$ cat src/rtl/isa_regs.svh
// register map, field positions, reset values and vectors of the arbiter
// How it works
// - pending non-maskable requests ignore the global enable and outrank all
// - any pending request drives the standby release output
// - non-maskable sources are watchdog overflow and key-return edge only
// - five maskable sources, each gated by its own mask flag
// - seven sources in total across both classes
// - maskable order: watchdog, timer a, timer b, low voltage, eeprom
// - key-return edge raises the external non-maskable request, vector 0002H
// - watchdog overflow in mode 2 raises non-maskable request, vector 0004H
// - watchdog overflow in interval mode raises maskable priority 0 request
// - watchdog mode selects at most one interrupt form, never both
// - timer a vectors through 0006H, timer b through 0008H
// - low voltage vectors through 000AH, eeprom done through 000CH
// - key-return requests only while in stop mode
// - falling edge on any of four key-return pins triggers the request
// - no mask flag can suppress the key-return request
// - flags set by event or software, cleared by ack, software, reset
// - mask 0 enables, 1 disables; reset sets all mask bits to ones
// - acknowledge clears global enable and signals a status word push
`ifndef ISA_REGS_SVH
`define ISA_REGS_SVH

`define ISA_ADDR_REQ 8'h00
`define ISA_ADDR_MASK 8'h04
`define ISA_ADDR_CTRL 8'h08
`define ISA_ADDR_NMI 8'h0c

`define ISA_REQ_RESET 5'h00
`define ISA_MASK_RESET 8'hff
`define ISA_KR_IDLE 4'hf

`define ISA_CTRL_IE_BIT 0
`define ISA_CTRL_MODE_LO 1
`define ISA_CTRL_MODE_HI 2
`define ISA_NMI_KR_BIT 0
`define ISA_NMI_WDT_BIT 1

`define ISA_WDT_MODE_STOP 2'h0
`define ISA_WDT_MODE_INTERVAL 2'h1
`define ISA_WDT_MODE_NMI 2'h2
`define ISA_WDT_MODE_RESET 2'h3

`define ISA_IDX_KR 3'h0
`define ISA_IDX_WDT_NMI 3'h1
`define ISA_IDX_MASK_BASE 3'h2
`define ISA_IDX_NONE 3'h7

`define ISA_VEC_KR 16'h0002
`define ISA_VEC_WDT 16'h0004
`define ISA_VEC_TIMER_A 16'h0006
`define ISA_VEC_TIMER_B 16'h0008
`define ISA_VEC_LOW_VOLTAGE 16'h000a
`define ISA_VEC_EEPROM 16'h000c
`define ISA_VEC_NONE 16'h0000

`endif

$ cat src/rtl/isa_pkg.sv
// shared types of the interrupt source arbiter
package isa_pkg;
    typedef logic [2:0] isa_src_t;
    typedef logic [1:0] isa_wdt_mode_t;
    typedef logic [15:0] isa_vector_t;
endpackage : isa_pkg

$ cat src/rtl/isa_vec_rom.sv
// vector table lookup with a registered read port
`timescale 1ns/1ps
`include "isa_regs.svh"
module isa_vec_rom (
    input wire logic hclk,
    input wire logic hresetn,
    input wire isa_pkg::isa_src_t idx,
    output isa_pkg::isa_vector_t vector
);
    isa_pkg::isa_vector_t vector_d;

    always_comb begin
        case (idx)
            `ISA_IDX_KR: vector_d = `ISA_VEC_KR;
            `ISA_IDX_WDT_NMI: vector_d = `ISA_VEC_WDT;
            3'h2: vector_d = `ISA_VEC_WDT;
            3'h3: vector_d = `ISA_VEC_TIMER_A;
            3'h4: vector_d = `ISA_VEC_TIMER_B;
            3'h5: vector_d = `ISA_VEC_LOW_VOLTAGE;
            3'h6: vector_d = `ISA_VEC_EEPROM;
            default: vector_d = `ISA_VEC_NONE;
        endcase
    end

    always_ff @(posedge hclk or negedge hresetn) begin
        if (!hresetn) begin
            vector <= `ISA_VEC_NONE;
        end else begin
            vector <= vector_d;
        end
    end
endmodule : isa_vec_rom

$ cat src/rtl/isa_arbiter.sv
// interrupt source collection, arbitration and ahb-lite register slave
//
// Decided for this implementation: the register addresses and the AHB-Lite interface to the registers.
`timescale 1ns/1ps
`include "isa_regs.svh"
module isa_arbiter #(
    parameter int NUM_KR = 4,
    parameter int NUM_MASKABLE = 5
) (
    input wire logic hclk,
    input wire logic hresetn,
    input wire logic hsel,
    input wire logic [31:0] haddr,
    input wire logic [1:0] htrans,
    input wire logic hwrite,
    input wire logic [2:0] hsize,
    input wire logic [31:0] hwdata,
    input wire logic hready,
    output logic hreadyout,
    output logic [31:0] hrdata,
    output logic hresp,
    input wire logic [NUM_KR-1:0] key_return_input,
    input wire logic stop_mode,
    input wire logic watchdog_overflow_irq,
    input wire logic timer_a_match_irq,
    input wire logic timer_b_match_irq,
    input wire logic low_voltage_irq,
    input wire logic eeprom_write_done_irq,
    input wire logic irq_ack,
    output logic irq_req,
    output logic irq_nmi,
    output isa_pkg::isa_vector_t irq_vector,
    output logic standby_release,
    output logic psw_push
);
    // ---------------- bus slave ----------------
    logic wr_pend_q, wr_pend_d;
    logic [7:0] wr_addr_q, wr_addr_d;
    logic [31:0] hrdata_q, hrdata_d;
    logic hreadyout_q;
    logic hresp_q;
    logic addr_phase;

    // ---------------- flag state ----------------
    logic [NUM_MASKABLE-1:0] irq_request_flags_q, irq_request_flags_d;
    logic [7:0] irq_mask_flags_q, irq_mask_flags_d;
    logic irq_global_enable_q, irq_global_enable_d;
    isa_pkg::isa_wdt_mode_t wdt_mode_q, wdt_mode_d;
    logic kr_nmi_q, kr_nmi_d;
    logic wdt_nmi_q, wdt_nmi_d;
    logic [NUM_KR-1:0] kr_prev_q, kr_prev_d;

    // ---------------- core side outputs ----------------
    logic irq_req_q, irq_req_d;
    logic irq_nmi_q, irq_nmi_d;
    isa_pkg::isa_src_t irq_idx_q, irq_idx_d;
    logic standby_q, standby_d;
    logic psw_push_q, psw_push_d;

    logic kr_fall;
    logic wdt_nmi_set;
    logic [NUM_MASKABLE-1:0] src_set;
    logic [NUM_MASKABLE-1:0] pending;
    logic ack_take;
    isa_pkg::isa_src_t sel_idx;

    // lowest set bit wins, so bit 0 is the highest priority
    function automatic isa_pkg::isa_src_t first_set(
        input logic [NUM_MASKABLE-1:0] v
    );
        isa_pkg::isa_src_t r;
        r = `ISA_IDX_NONE;
        for (int i = NUM_MASKABLE - 1; i >= 0; i--) begin
            if (v[i]) begin
                r = 3'(i);
            end
        end
        return r;
    endfunction : first_set

    assign addr_phase = hsel & hready & htrans[1];

    // read data is captured at the address phase edge, so the slave
    // answers with zero wait states and hrdata comes from a flop
    always_comb begin
        wr_pend_d = addr_phase & hwrite;
        wr_addr_d = addr_phase ? haddr[7:0] : wr_addr_q;
        hrdata_d = hrdata_q;
        if (addr_phase && !hwrite) begin
            hrdata_d = 32'h0000_0000;
            case (haddr[7:0])
                `ISA_ADDR_REQ: hrdata_d[NUM_MASKABLE-1:0] =
                    irq_request_flags_q;
                `ISA_ADDR_MASK: hrdata_d[7:0] = irq_mask_flags_q;
                `ISA_ADDR_CTRL: begin
                    hrdata_d[`ISA_CTRL_IE_BIT] = irq_global_enable_q;
                    hrdata_d[`ISA_CTRL_MODE_HI:`ISA_CTRL_MODE_LO] =
                        wdt_mode_q;
                end
                `ISA_ADDR_NMI: begin
                    hrdata_d[`ISA_NMI_KR_BIT] = kr_nmi_q;
                    hrdata_d[`ISA_NMI_WDT_BIT] = wdt_nmi_q;
                end
                default: hrdata_d = 32'h0000_0000;
            endcase
        end
    end

    always_ff @(posedge hclk or negedge hresetn) begin
        if (!hresetn) begin
            wr_pend_q <= 1'b0;
            wr_addr_q <= 8'h00;
            hrdata_q <= 32'h0000_0000;
            hreadyout_q <= 1'b1;
            hresp_q <= 1'b0;
        end else begin
            wr_pend_q <= wr_pend_d;
            wr_addr_q <= wr_addr_d;
            hrdata_q <= hrdata_d;
            hreadyout_q <= 1'b1;
            hresp_q <= 1'b0;
        end
    end

    // ---------------- source capture ----------------
    // pins idle high; only a high-to-low step counts, held low is ignored
    assign kr_fall = stop_mode &
        (|(kr_prev_q & ~key_return_input));
    assign wdt_nmi_set = watchdog_overflow_irq &
        (wdt_mode_q == `ISA_WDT_MODE_NMI);
    assign src_set = {eeprom_write_done_irq,
                      low_voltage_irq,
                      timer_b_match_irq,
                      timer_a_match_irq,
                      watchdog_overflow_irq &
                          (wdt_mode_q == `ISA_WDT_MODE_INTERVAL)};
    assign ack_take = irq_ack & irq_req_q;

    always_comb begin
        kr_prev_d = key_return_input;
        irq_request_flags_d = irq_request_flags_q;
        irq_mask_flags_d = irq_mask_flags_q;
        irq_global_enable_d = irq_global_enable_q;
        wdt_mode_d = wdt_mode_q;
        kr_nmi_d = kr_nmi_q;
        wdt_nmi_d = wdt_nmi_q;
        if (wr_pend_q) begin
            case (wr_addr_q)
                `ISA_ADDR_REQ: irq_request_flags_d =
                    hwdata[NUM_MASKABLE-1:0];
                `ISA_ADDR_MASK: irq_mask_flags_d = hwdata[7:0];
                `ISA_ADDR_CTRL: begin
                    irq_global_enable_d = hwdata[`ISA_CTRL_IE_BIT];
                    wdt_mode_d =
                        hwdata[`ISA_CTRL_MODE_HI:`ISA_CTRL_MODE_LO];
                end
                `ISA_ADDR_NMI: begin
                    // write one to clear a pending non-maskable flag
                    if (hwdata[`ISA_NMI_KR_BIT]) begin
                        kr_nmi_d = 1'b0;
                    end
                    if (hwdata[`ISA_NMI_WDT_BIT]) begin
                        wdt_nmi_d = 1'b0;
                    end
                end
                default: ;
            endcase
        end
        if (ack_take) begin
            irq_global_enable_d = 1'b0;
            case (irq_idx_q)
                `ISA_IDX_KR: kr_nmi_d = 1'b0;
                `ISA_IDX_WDT_NMI: wdt_nmi_d = 1'b0;
                `ISA_IDX_NONE: ;
                default: irq_request_flags_d[irq_idx_q -
                    `ISA_IDX_MASK_BASE] = 1'b0;
            endcase
        end
        // hardware set wins over any clear in the same cycle
        irq_request_flags_d = irq_request_flags_d | src_set;
        kr_nmi_d = kr_nmi_d | kr_fall;
        wdt_nmi_d = wdt_nmi_d | wdt_nmi_set;
    end

    always_ff @(posedge hclk or negedge hresetn) begin
        if (!hresetn) begin
            kr_prev_q <= `ISA_KR_IDLE;
            irq_request_flags_q <= `ISA_REQ_RESET;
            irq_mask_flags_q <= `ISA_MASK_RESET;
            irq_global_enable_q <= 1'b0;
            wdt_mode_q <= `ISA_WDT_MODE_STOP;
            kr_nmi_q <= 1'b0;
            wdt_nmi_q <= 1'b0;
        end else begin
            kr_prev_q <= kr_prev_d;
            irq_request_flags_q <= irq_request_flags_d;
            irq_mask_flags_q <= irq_mask_flags_d;
            irq_global_enable_q <= irq_global_enable_d;
            wdt_mode_q <= wdt_mode_d;
            kr_nmi_q <= kr_nmi_d;
            wdt_nmi_q <= wdt_nmi_d;
        end
    end

    // ---------------- arbitration ----------------
    // seven sources: two non-maskable ahead of five maskable
    assign pending = irq_request_flags_q &
        ~irq_mask_flags_q[NUM_MASKABLE-1:0];

    always_comb begin
        if (kr_nmi_q) begin
            sel_idx = `ISA_IDX_KR;
        end else if (wdt_nmi_q) begin
            sel_idx = `ISA_IDX_WDT_NMI;
        end else if (irq_global_enable_q && (|pending)) begin
            sel_idx = 3'(first_set(pending) +
                `ISA_IDX_MASK_BASE);
        end else begin
            sel_idx = `ISA_IDX_NONE;
        end
    end

    // an acknowledged request is withdrawn for one cycle so the core
    // cannot take the stale presentation twice
    always_comb begin
        irq_idx_d = ack_take ? `ISA_IDX_NONE : sel_idx;
        irq_req_d = !ack_take && (sel_idx != `ISA_IDX_NONE);
        irq_nmi_d = !ack_take && (kr_nmi_q || wdt_nmi_q);
        standby_d = kr_nmi_q | wdt_nmi_q | (|pending);
        psw_push_d = ack_take;
    end

    always_ff @(posedge hclk or negedge hresetn) begin
        if (!hresetn) begin
            irq_idx_q <= `ISA_IDX_NONE;
            irq_req_q <= 1'b0;
            irq_nmi_q <= 1'b0;
            standby_q <= 1'b0;
            psw_push_q <= 1'b0;
        end else begin
            irq_idx_q <= irq_idx_d;
            irq_req_q <= irq_req_d;
            irq_nmi_q <= irq_nmi_d;
            standby_q <= standby_d;
            psw_push_q <= psw_push_d;
        end
    end

    // vector is registered in the table, aligned with irq_req
    isa_vec_rom u_vec_rom (
        .hclk(hclk),
        .hresetn(hresetn),
        .idx(irq_idx_d),
        .vector(irq_vector)
    );

    assign hreadyout = hreadyout_q;
    assign hrdata = hrdata_q;
    assign hresp = hresp_q;
    assign irq_req = irq_req_q;
    assign irq_nmi = irq_nmi_q;
    assign standby_release = standby_q;
    assign psw_push = psw_push_q;
endmodule : isa_arbiter

$ cat config.mk
export PLATFORM = sky130hd
export DESIGN_NAME = isa_arbiter
export DESIGN_NICKNAME = d
export VERILOG_FILES = /design/src/rtl/isa_pkg.sv /design/src/rtl/isa_vec_rom.sv /design/src/rtl/isa_arbiter.sv
export VERILOG_INCLUDE_DIRS = /design/src /design/src/rtl
export SDC_FILE = /design/constraint.sdc
export NUM_CORES = 1
export LEC_CHECK = 0
export ABC_AREA = 1
export BUFFER_PORTS_ARGS = -buffer_cell sky130_fd_sc_hd__buf_2
export CAP_MARGIN = 10
export CORE_ASPECT_RATIO = 1.2
export CORE_MARGIN = 4
export CORE_UTILIZATION = 48
export DETAILED_ROUTE_END_ITERATION = 8
export PLACE_DENSITY_LB_ADDON = 0.12
export RECOVER_POWER = 25
export SLEW_MARGIN = 20
export SYNTH_ARGS = -nofsm -noshare
export SYNTH_HDL_FRONTEND = slang
export SYNTH_SLANG_ARGS = --single-unit
$ cat constraint.sdc
create_clock -name hclk -period 2.15 [get_ports hclk]
set_input_delay 0.43 -clock hclk [delete_from_list [all_inputs] [get_ports hclk]]
set_output_delay 0.43 -clock hclk [all_outputs]
set_load 0.01 [all_outputs]
==> results of run 1 <==
-- kinds of logic (layout without fill, tap and decap cells) --
logic type,after synthesis,in the layout
and+or+nand+nor,128,128
buffers and inverters,80,96
AOI/OAI and AO/OA,40,40
DFF,49,49
other,2,39
muxes,4,4
-- cell type report --
cell class              instances  area [um2]
repair buffers                 50         249
multi-input cells             211         997
clock buffers                   7        86.3
fillers                       476        2220
clock inverters                 1        30.0
well taps                      60        75.1
inverters                      38         143
flip-flops and latches         49        1240
-- through the flow --
| stage | std cells | utilization, % |
|---|---|---|
| after floorplan | 340 | - |
| after global placement | 408 | 53.9 |
| after detailed placement | 408 | 53.9 |
| after CTS | 416 | 56.2 |
| after global routing | 416 | 56.0 |
| final | 416 | 56.0 |
-- worst reg2reg max path: stages, from the launching register on --
cell	delay [ps]
dfrtp_1	380
or2_4	270
nor3_4	330
nand3_2	190
o21ai_1	160
a21oi_1	50
-- flip-flops by register name, indices dropped and copies added (netlist names), 2 cells and up --
name                 count
kr_prev_q                4
irq_mask_flags_q         8
wdt_mode_q               2
wr_addr_q                8
u_vec_rom.vector         3
irq_request_flags_q      5
irq_idx_q                3
hrdata                   8
-- final timing paths --
| path | slack, ps | to | depth (start not counted) |
|---|---|---|---|
| min reg2reg | 480 | irq_mask_flags_q[5] | 2 |
| max | 640 | irq_global_enable_q | 5 |
| max reg2reg | 640 | irq_global_enable_q | 5 |
| max in group asynchronous | 850 | wdt_nmi_q | 2 |
| min | 150 | wr_addr_q[0] | 1 |
| min in group hclk | 220 | kr_prev_q[0] | 1 |
-- power groups by stage --
stage / Sequential (mW) / Combinational (mW) / Clock, mW
2_1_floorplan: 1.14 / 0.313 / 0
3_3_place_gp: 1.15 / 0.392 / 0
3_5_place_dp: 1.15 / 0.397 / 0
4_1_cts: 1.13 / 0.399 / 0.694
5_1_grt: 1.15 / 0.456 / 0.740
6_report: 1.13 / 0.392 / 0.673
-- Yosys cell counts --
master    count
o21bai_1      2
nand2_4       1
nand3_1      25
nor3_2        3
dfrtp_1      34
buf_2         1
buf_6         1
nor2_1       26
o211ai_1      2
o21ai_0       6
o22ai_1       2
nand3_2       1
dfstp_2      15
nor2_2        2
inv_1        38
a32o_1        1
nor3_1        3
nand4_1       3
nor3_4        1
buf_4        39
o21ai_1      14
conb_1        2
clkbuf_1      1
nand2_2       1
a31o_1        2
mux2_2        4
nand2_1      61
or2_4         1
a21oi_1      11
-- metal layers --
layer,global-route usage (%),wire length (um),up-vias
li1,-,-,990
met1,21.2,2120,885
met2,28.8,2550,54
met3,3.56,295,7
met4,4.85,64,0
met5,0,0,-
==> flow_summary_export.csv, run 1 <==
group,metric,value,unit
layout,final_common_cell,"nand2_1",
power_and_ir_drop,p_clk_share,30.6,%
sta,setup_slack,644,ps
run,maxCapViolations,0,
die,row_count,28,
cts,htree_num_levels,2,
yosys,syn-cell-area,0.00256,mm2
critical_path,cp.arrival,1690,ps
yosys,synth_compound_area_share,8.80,%
status,status,"completed",
die,core,0.00504,mm2
global_route,grt.overflow.total,0,
placed_design,placed_cell_area,0.00272,mm2
cts,clock_latency,300,ps
sta,slew_headroom,47.5,%
sta,setup-tns-final,0,ps
power_and_ir_drop,power_switching,0.614,mW
critical_path,cp_top_family,"simple AND/OR/NAND/NOR gates",
placed_design,port_buffers,47,
worst_hold_path,hp-class,"in2async",
cts,clk_pin_slew_worst_paths,90,ps
yosys,synth_cell_type_count,29,
yosys,synth_top_family_by_area,"simple AND/OR/NAND/NOR gates",
yosys,yosysWarnings,0,
critical_path,cp-startpoint,"wr_addr_q[1]",
route,viasPerCell,4.65,
yosys,ys_seq_elements,49,
route,drc,0,
power_and_ir_drop,p_sw_share,27.9,%
power_and_ir_drop,p_int,1.58,mW
route,route.vias.total,1936,
placed_design,preCtsSetupSlack,654,ps
global_route,first_global_vias,1919,
power_and_ir_drop,p_leak,1.53,nW
sta,finClkSkew,6.30,ps
yosys,synth_xor_xnor_area_share,0,%
critical_path,reg2reg_from,"wr_addr_q[1]",
placed_design,place.gp.congestion,0.799,
sta,fin_crit_sh,70.1,%
yosys,synthTopCellsByArea,"dfrtp_1 (33%), dfstp_2 (15%), buf_4 (11%), nand2_1 (8.9%), inv_1 (5.6%)",
critical_path,worstPathMaxFanout,6,
route,ant_nets,0,
cts,cts_resized,0,
critical_path,crit_slowest_cell,"dfrtp_1",
yosys,muxShareOfSynthArea,1.76,%
cts,cts_tree,"built",
sta,hold_slack,151,ps
die,ios,139,
layout,diodes,0,
cts,root_buffer,"clkbuf_8",
critical_path,cp_num_buf_inv,0,
power_and_ir_drop,p_per_area,778,mW/mm2
yosys,syn_area_per_cell,8.44,um2
critical_path,cp_cell_sequence,"or2_4 -> nor3_4 -> nand3_2 -> o21ai_1 -> a21oi_1",
global_route,antenna_found_initial,0,
cts,cts_setup_buffers,0,
sta,rsz0062_at_grt,"false",
route,post_drt_wl_per_cell,12.1,um
global_route,grt_max_degree,22,
sta,hold_viol,0,
layout,area_delta_synth_final,10.4,%
global_route,grt_first_pass_wirelength,8.49,mm
placed_design,dp.final_hpwl,4.08,mm
die,die_y,88.0,um
cts,clock-sinks,49,
yosys,yosys.area_share.adder,0,%
die,start_util,50.7,%
cts,ctsHoldBuffers,0,
cts,clockBufferDepth,2,
yosys,ys_seq_area_share,48.7,%
global_route,grt_usage,16.8,%
layout,finish.instance_area,0.00283,mm2
power_and_ir_drop,max-vdd-ir-drop,0.448,mV
sta,layout_min_cycle_time,1510,ps
layout,layout_common_cells,"nand2_1 (61), buf_2 (43), conb_1 (39)",
route,dr.first_iter.drc_count,92,
yosys,synth_top_cell_area_share,33.3,%
power_and_ir_drop,pwr-share-comb,17.8,%
critical_path,required,2340,ps
layout,nets,440,
yosys,synth-simple-area-share,22.7,%
critical_path,cpPeakStageDelay,380,ps
power_and_ir_drop,p_seq_share,51.6,%
power_and_ir_drop,p_total,2.20,mW
critical_path,critPathKind,"reg2reg",
sta,fmax,664,MHz
route,totalWireLength,5.03,mm
sta,final_max_slew_viol_count,0,
die,dieWidth,74.7,um
yosys,syn-instance-count,303,
yosys,synth_largest_area_cell,"dfrtp_1",
sta,final-setup-viol-count,0,
die,die_area,0.00657,mm2
layout,drive_above_1_share,22.8,%
cts,cts_buffers,5,
route,first_pass_iters,4,
critical_path,end_kind,"flip-flop",
sta,max_slew.worst_pin.slew,787,ps
critical_path,crit_path_start_kind,"flip-flop",
Note: power is estimated with default switching activity, not from simulation.
==> run 2: changes to the inputs <==
CORE_UTILIZATION = 40   (was 48)
clock period = 1.3 ns   (was 2.15 ns; I/O delays follow)
==> run 2 against run 1 <==
Effect of this change: sequential cell count unchanged; cell count increased by 14%; worst setup slack lost 760 ps; critical path type unchanged; critical path depth up 1; final area is 20% higher; combinational power rose to 2.8 times the previous value; global-route usage fell by 0.81 points; die area is 18% higher; the run now ends with setup timing left; count of clock-buffer cells in the layout is the same.
==> flow_summary_export.csv, run 2 (synthesis results as in run 1) <==
group,metric,value,unit
worst_hold_path,hp-class,"in2reg",
cts,cts_buffers,5,
placed_design,place.gp.congestion,0.768,
route,ant_nets,0,
status,status,"complete, but fails checks",
critical_path,cp_num_buf_inv,1,
critical_path,cpPeakStageDelay,390,ps
sta,max_slew.worst_pin.slew,678,ps
sta,final-setup-viol-count,21,
die,start_util,41.8,%
layout,fillCellCount,598,
route,totalWireLength,5.83,mm
layout,layout_common_cells,"buf_2 (45), nand2_1 (41), conb_1 (39)",
route,drc,0,
die,dieWidth,81.0,um
critical_path,cp_top_family,"simple AND/OR/NAND/NOR gates",
power_and_ir_drop,p_per_area,1170,mW/mm2
placed_design,dp.final_hpwl,4.24,mm
cts,clk_pin_slew_worst_paths,90,ps
critical_path,crit_path_start_kind,"flip-flop",
global_route,grt.overflow.total,0,
die,row_count,31,
global_route,grt_usage,16.0,%
global_route,grt_max_degree,50,
cts,cts_tree,"built",
critical_path,end_kind,"flip-flop",
die,die_area,0.00775,mm2
critical_path,worstPathMaxFanout,7,
global_route,grt_first_pass_wirelength,9.45,mm
critical_path,required,1490,ps
route,route.vias.total,2089,
cts,htree_num_levels,2,
cts,clock-sinks,49,
global_route,first_global_vias,2057,
die,core,0.00613,mm2
sta,rsz0062_at_grt,"true",
layout,diodes,0,
status,violations,"setup timing",
route,post_drt_wl_per_cell,12.3,um
sta,setup_slack,-113,ps
critical_path,cp_cell_sequence,"or2_4 -> nor3_4 -> buf_6 -> nand2_8 -> o21ai_4 -> o21ai_1",
power_and_ir_drop,max-vdd-ir-drop,0.715,mV
placed_design,port_buffers,47,
run,maxCapViolations,0,
route,dr.first_iter.drc_count,67,
sta,slew_headroom,54.8,%
route,first_pass_iters,4,
layout,final_common_cell,"buf_2",
global_route,antenna_found_initial,0,
cts,clock_latency,300,ps
die,ios,139,
sta,fmax,708,MHz
sta,layout_min_cycle_time,1410,ps
layout,utilization,55.3,%
sta,finClkSkew,6.06,ps
cts,clockBufferDepth,2,
cts,root_buffer,"clkbuf_8",
critical_path,crit_slowest_cell,"dfrtp_1",
power_and_ir_drop,p_leak,1.74,nW
sta,final_max_slew_viol_count,0,
layout,area_delta_synth_final,32.6,%
layout,drive_above_1_share,44.1,%
critical_path,critPathKind,"reg2reg",
placed_design,preCtsSetupSlack,-150,ps
layout,nets,476,
sta,fin_crit_sh,109,%
sta,hold_viol,0,
die,die_y,95.6,um
route,viasPerCell,4.41,
critical_path,cp.arrival,1600,ps
-- run 2: cell types whose count changed in the layout (fill, tap and decap cells not counted), moves of 8 or more --
cell     previous run  this run
nand2_2             1        15
nand3_1            25        17
buf_4               2        28
nand2_1            61        41
nor2_1             26        16
-- run 2: power by group --
part | switching [mW] | internal, mW | total, mW | leakage, nW
clock | 0.504 | 0.482 | 0.986 | 0.0542
sequential | 0.118 | 1.76 | 1.88 | 0.563
combinational | 0.604 | 0.497 | 1.10 | 1.13
total | 1.23 | 2.74 | 3.96 | 1.74
-- run 2: final cells by class --
class	count	area [um2]	share of cell area, %
Clock buffer	7	96.3	2.84
Clock inverter	1	5.00	0.148
Inverter	38	143	4.21
Multi-Input combinational cell	212	1260	37.1
Sequential cell	49	1240	36.7
Tap cell	82	103	3.02
Timing Repair Buffer	85	543	16.0
-- run 2: metal layers --
metal | share of wire, % | up-vias | GRT usage, %
li1 | - | 1067 | -
met1 | 40 | 966 | 18.6
met2 | 54 | 50 | 28.8
met3 | 4.8 | 6 | 3.21
met4 | 1.4 | 0 | 5.49
met5 | 0 | - | 0
-- run 2: worst paths after layout --
kind                                     start                      to  slack [ps]  depth (start not counted)
setup reg to reg                  wr_addr_q[1]  irq_request_flags_q[0]        -110                          6
setup / recovery                  wr_addr_q[1]  irq_request_flags_q[0]        -110                          6
hold / removal             key_return_input[2]            kr_prev_q[2]          40                          1
max in group asynchronous              hresetn  irq_request_flags_q[0]         210                          3
min in group asynchronous              hresetn            wr_addr_q[2]         620                          3
hold reg to reg                      hrdata[1]               hrdata[1]         480                          2
-- run 2: metrics by stage --
step	TNS, ps	hold slack (ps)	cells	power (mW)	cell area, um2
floorplan	-1.26	-35.6	340	2.42	2710
global placement	-1470	266	454	2.69	2950
finish	-1330	44.0	474	3.96	3390
CTS	-1250	51.4	472	3.92	3270
global route	-3230	40.2	474	4.20	3390
detailed placement	-1650	268	454	2.71	2950
-- run 2: timing repair --
action | CTS | global route
cloned | 1 | 0
hold endpoints to repair | 34 | 0
resized for setup | 41 | 37
endpoints found under the setup margin | 23 | 24
setup buffers | 8 | 4
hold buffers | 1 | 0
pin swaps | 17 | 13
==> run 3: changes to the inputs <==
CORE_UTILIZATION = 30   (was 40)
HOLD_SLACK_MARGIN = 0.05   (was default)
==> run 3 against run 2 <==
Effect of this change: the flow still finishes with violations (setup timing); sequential share of layout area decreased by 1.3 points; global-route usage is 3.3 points lower; wire length grew 7.6%; sequential power barely moved; sequential cell count unchanged; clock power decreased by 4.7%; combinational power rose by 5%; power grew 0.42%; maximum frequency is 2.5% lower; clock skew is 2.6 ps higher.
==> flow_summary_export.csv, run 3 (synthesis results as in run 1) <==
group,metric,value,unit
status,status,"complete, but fails checks",
status,violations,"setup timing",
power_and_ir_drop,p_total,3.98,mW
placed_design,placed_cell_area,0.00304,mm2
die,dieWidth,92.3,um
critical_path,cp_cell_sequence,"inv_2 -> nand2_4 -> nand3_2 -> nor2_4 -> nor2_4 -> nor2_2 -> nand3_1 -> nand3_2 -> nand2_1",
sta,max_slew.worst_pin.slew,550,ps
placed_design,preCtsSetupSlack,-166,ps
route,first_pass_iters,4,
route,post_drt_wl_per_cell,12.2,um
cts,cts_tree,"built",
power_and_ir_drop,max-vdd-ir-drop,0.529,mV
global_route,grt_first_pass_wirelength,10.0,mm
sta,final_max_slew_viol_count,0,
sta,fin_crit_sh,112,%
route,route.vias.total,2108,
layout,finish.instance_area,0.00351,mm2
power_and_ir_drop,p_per_area,1130,mW/mm2
die,ios,139,
cts,clk_pin_slew_worst_paths,90,ps
die,die_y,109,um
route,viasPerCell,4.11,
cts,clock_latency,300,ps
critical_path,worstPathMaxFanout,4,
cts,cts_buffers,5,
layout,diodes,0,
route,dr.first_iter.drc_count,48,
critical_path,required,1500,ps
layout,final_common_cell,"nand2_1",
die,core,0.00820,mm2
cts,root_buffer,"clkbuf_8",
critical_path,end_kind,"flip-flop",
global_route,antenna_found_initial,0,
cts,clock-sinks,49,
placed_design,place.gp.congestion,0.782,
sta,finClkSkew,8.70,ps
sta,layout_min_cycle_time,1450,ps
layout,nets,483,
placed_design,port_buffers,47,
die,start_util,31.2,%
layout,layout_common_cells,"nand2_1 (45), buf_2 (42), conb_1 (39)",
layout,drive_above_1_share,43.1,%
critical_path,critPathKind,"reg2reg",
layout,area_delta_synth_final,37.3,%
critical_path,cpPeakStageDelay,550,ps
route,drc,0,
sta,rsz0062_at_grt,"true",
layout,utilization,42.8,%
sta,slew_headroom,63.3,%
die,die_area,0.0101,mm2
sta,fmax,690,MHz
placed_design,dp.final_hpwl,4.78,mm
global_route,grt.overflow.total,0,
sta,hold_viol,0,
critical_path,cp.arrival,1650,ps
worst_hold_path,hp-class,"in2reg",
critical_path,crit_path_start_kind,"flip-flop",
cts,clockBufferDepth,2,
sta,final-setup-viol-count,22,
cts,htree_num_levels,2,
global_route,grt_max_degree,27,
sta,setup_slack,-150,ps
critical_path,crit_slowest_cell,"dfstp_2",
run,maxCapViolations,0,
power_and_ir_drop,p_leak,1.80,nW
sta,setup-tns-final,-1540,ps
die,row_count,36,
route,ant_nets,0,
route,totalWireLength,6.27,mm
global_route,grt_usage,12.6,%
global_route,first_global_vias,2107,
[run 3: cell count changes in the layout (fill, tap and decap cells not counted), sizes merged]
| cell | previous run | this run |
|---|---|---|
| buf | 80 | 81 |
| clkbuf | 11 | 14 |
| clkinv | 1 | 0 |
| dlygate4sd3 | 1 | 5 |
[run 3: worst paths after layout]
path | startpoint | end | slack (ps) | cells after the start
min reg2reg | hrdata[1] | hrdata[1] | 480 | 2
min in group asynchronous | hresetn | wr_pend_q | 410 | 2
max in group asynchronous | hresetn | irq_idx_q[1] | 310 | 3
max | irq_mask_flags_q[1] | u_vec_rom.vector[1] | -150 | 9
min | timer_a_match_irq | irq_request_flags_q[1] | 160 | 2
max reg2reg | irq_mask_flags_q[1] | u_vec_rom.vector[1] | -150 | 9
[run 3: worst max-delay path, delay by kind of cell (launching register included)]
| kind | cells | cell delay (ps) |
|---|---|---|
| flops | 1 | 550 |
| simple gates | 8 | 760 |
| buf+inv | 1 | 40 |
[run 3: cell type report]
cell class / count / area (um2)
fill: 881 / 4690
tap: 114 / 143
timing repair buffer: 92 / 624
sequential: 49 / 1240
clock buffer: 8 / 90.1
multi-input combinational: 212 / 1270
inverter: 38 / 143
[run 3: timing repair]
action                     CTS  global route
gates resized for setup     40            37
pin swaps                   16             9
setup endpoints to repair   23            25
hold buffers                 5             0
buffers inserted             5             2
cloned                       1             0
hold endpoints to repair    16             0
[run 3: power breakdown]
part | total [mW] | internal (mW) | switching, mW
Sequential | 1.88 | 1.76 | 0.118
Clock | 0.940 | 0.435 | 0.505
Combinational | 1.16 | 0.538 | 0.625
Total | 3.98 | 2.73 | 1.25
[run 3: per-layer routing]
metal / global-route usage, % / share of wire (%)
met1: 14.3 / 39
met2: 23.7 / 55
met3: 2.62 / 5.0
met4: 3.82 / 1.0
met5: 0 / 0
[run 3: metrics by stage]
| step | hold WS [ps] | cells |
|---|---|---|
| 2_1_floorplan | -35.6 | 340 |
| 3_3_place_gp | 197 | 492 |
| 3_5_place_dp | 203 | 492 |
| 4_1_cts | 145 | 511 |
| 5_1_grt | 144 | 513 |
| 6_report | 157 | 513 |
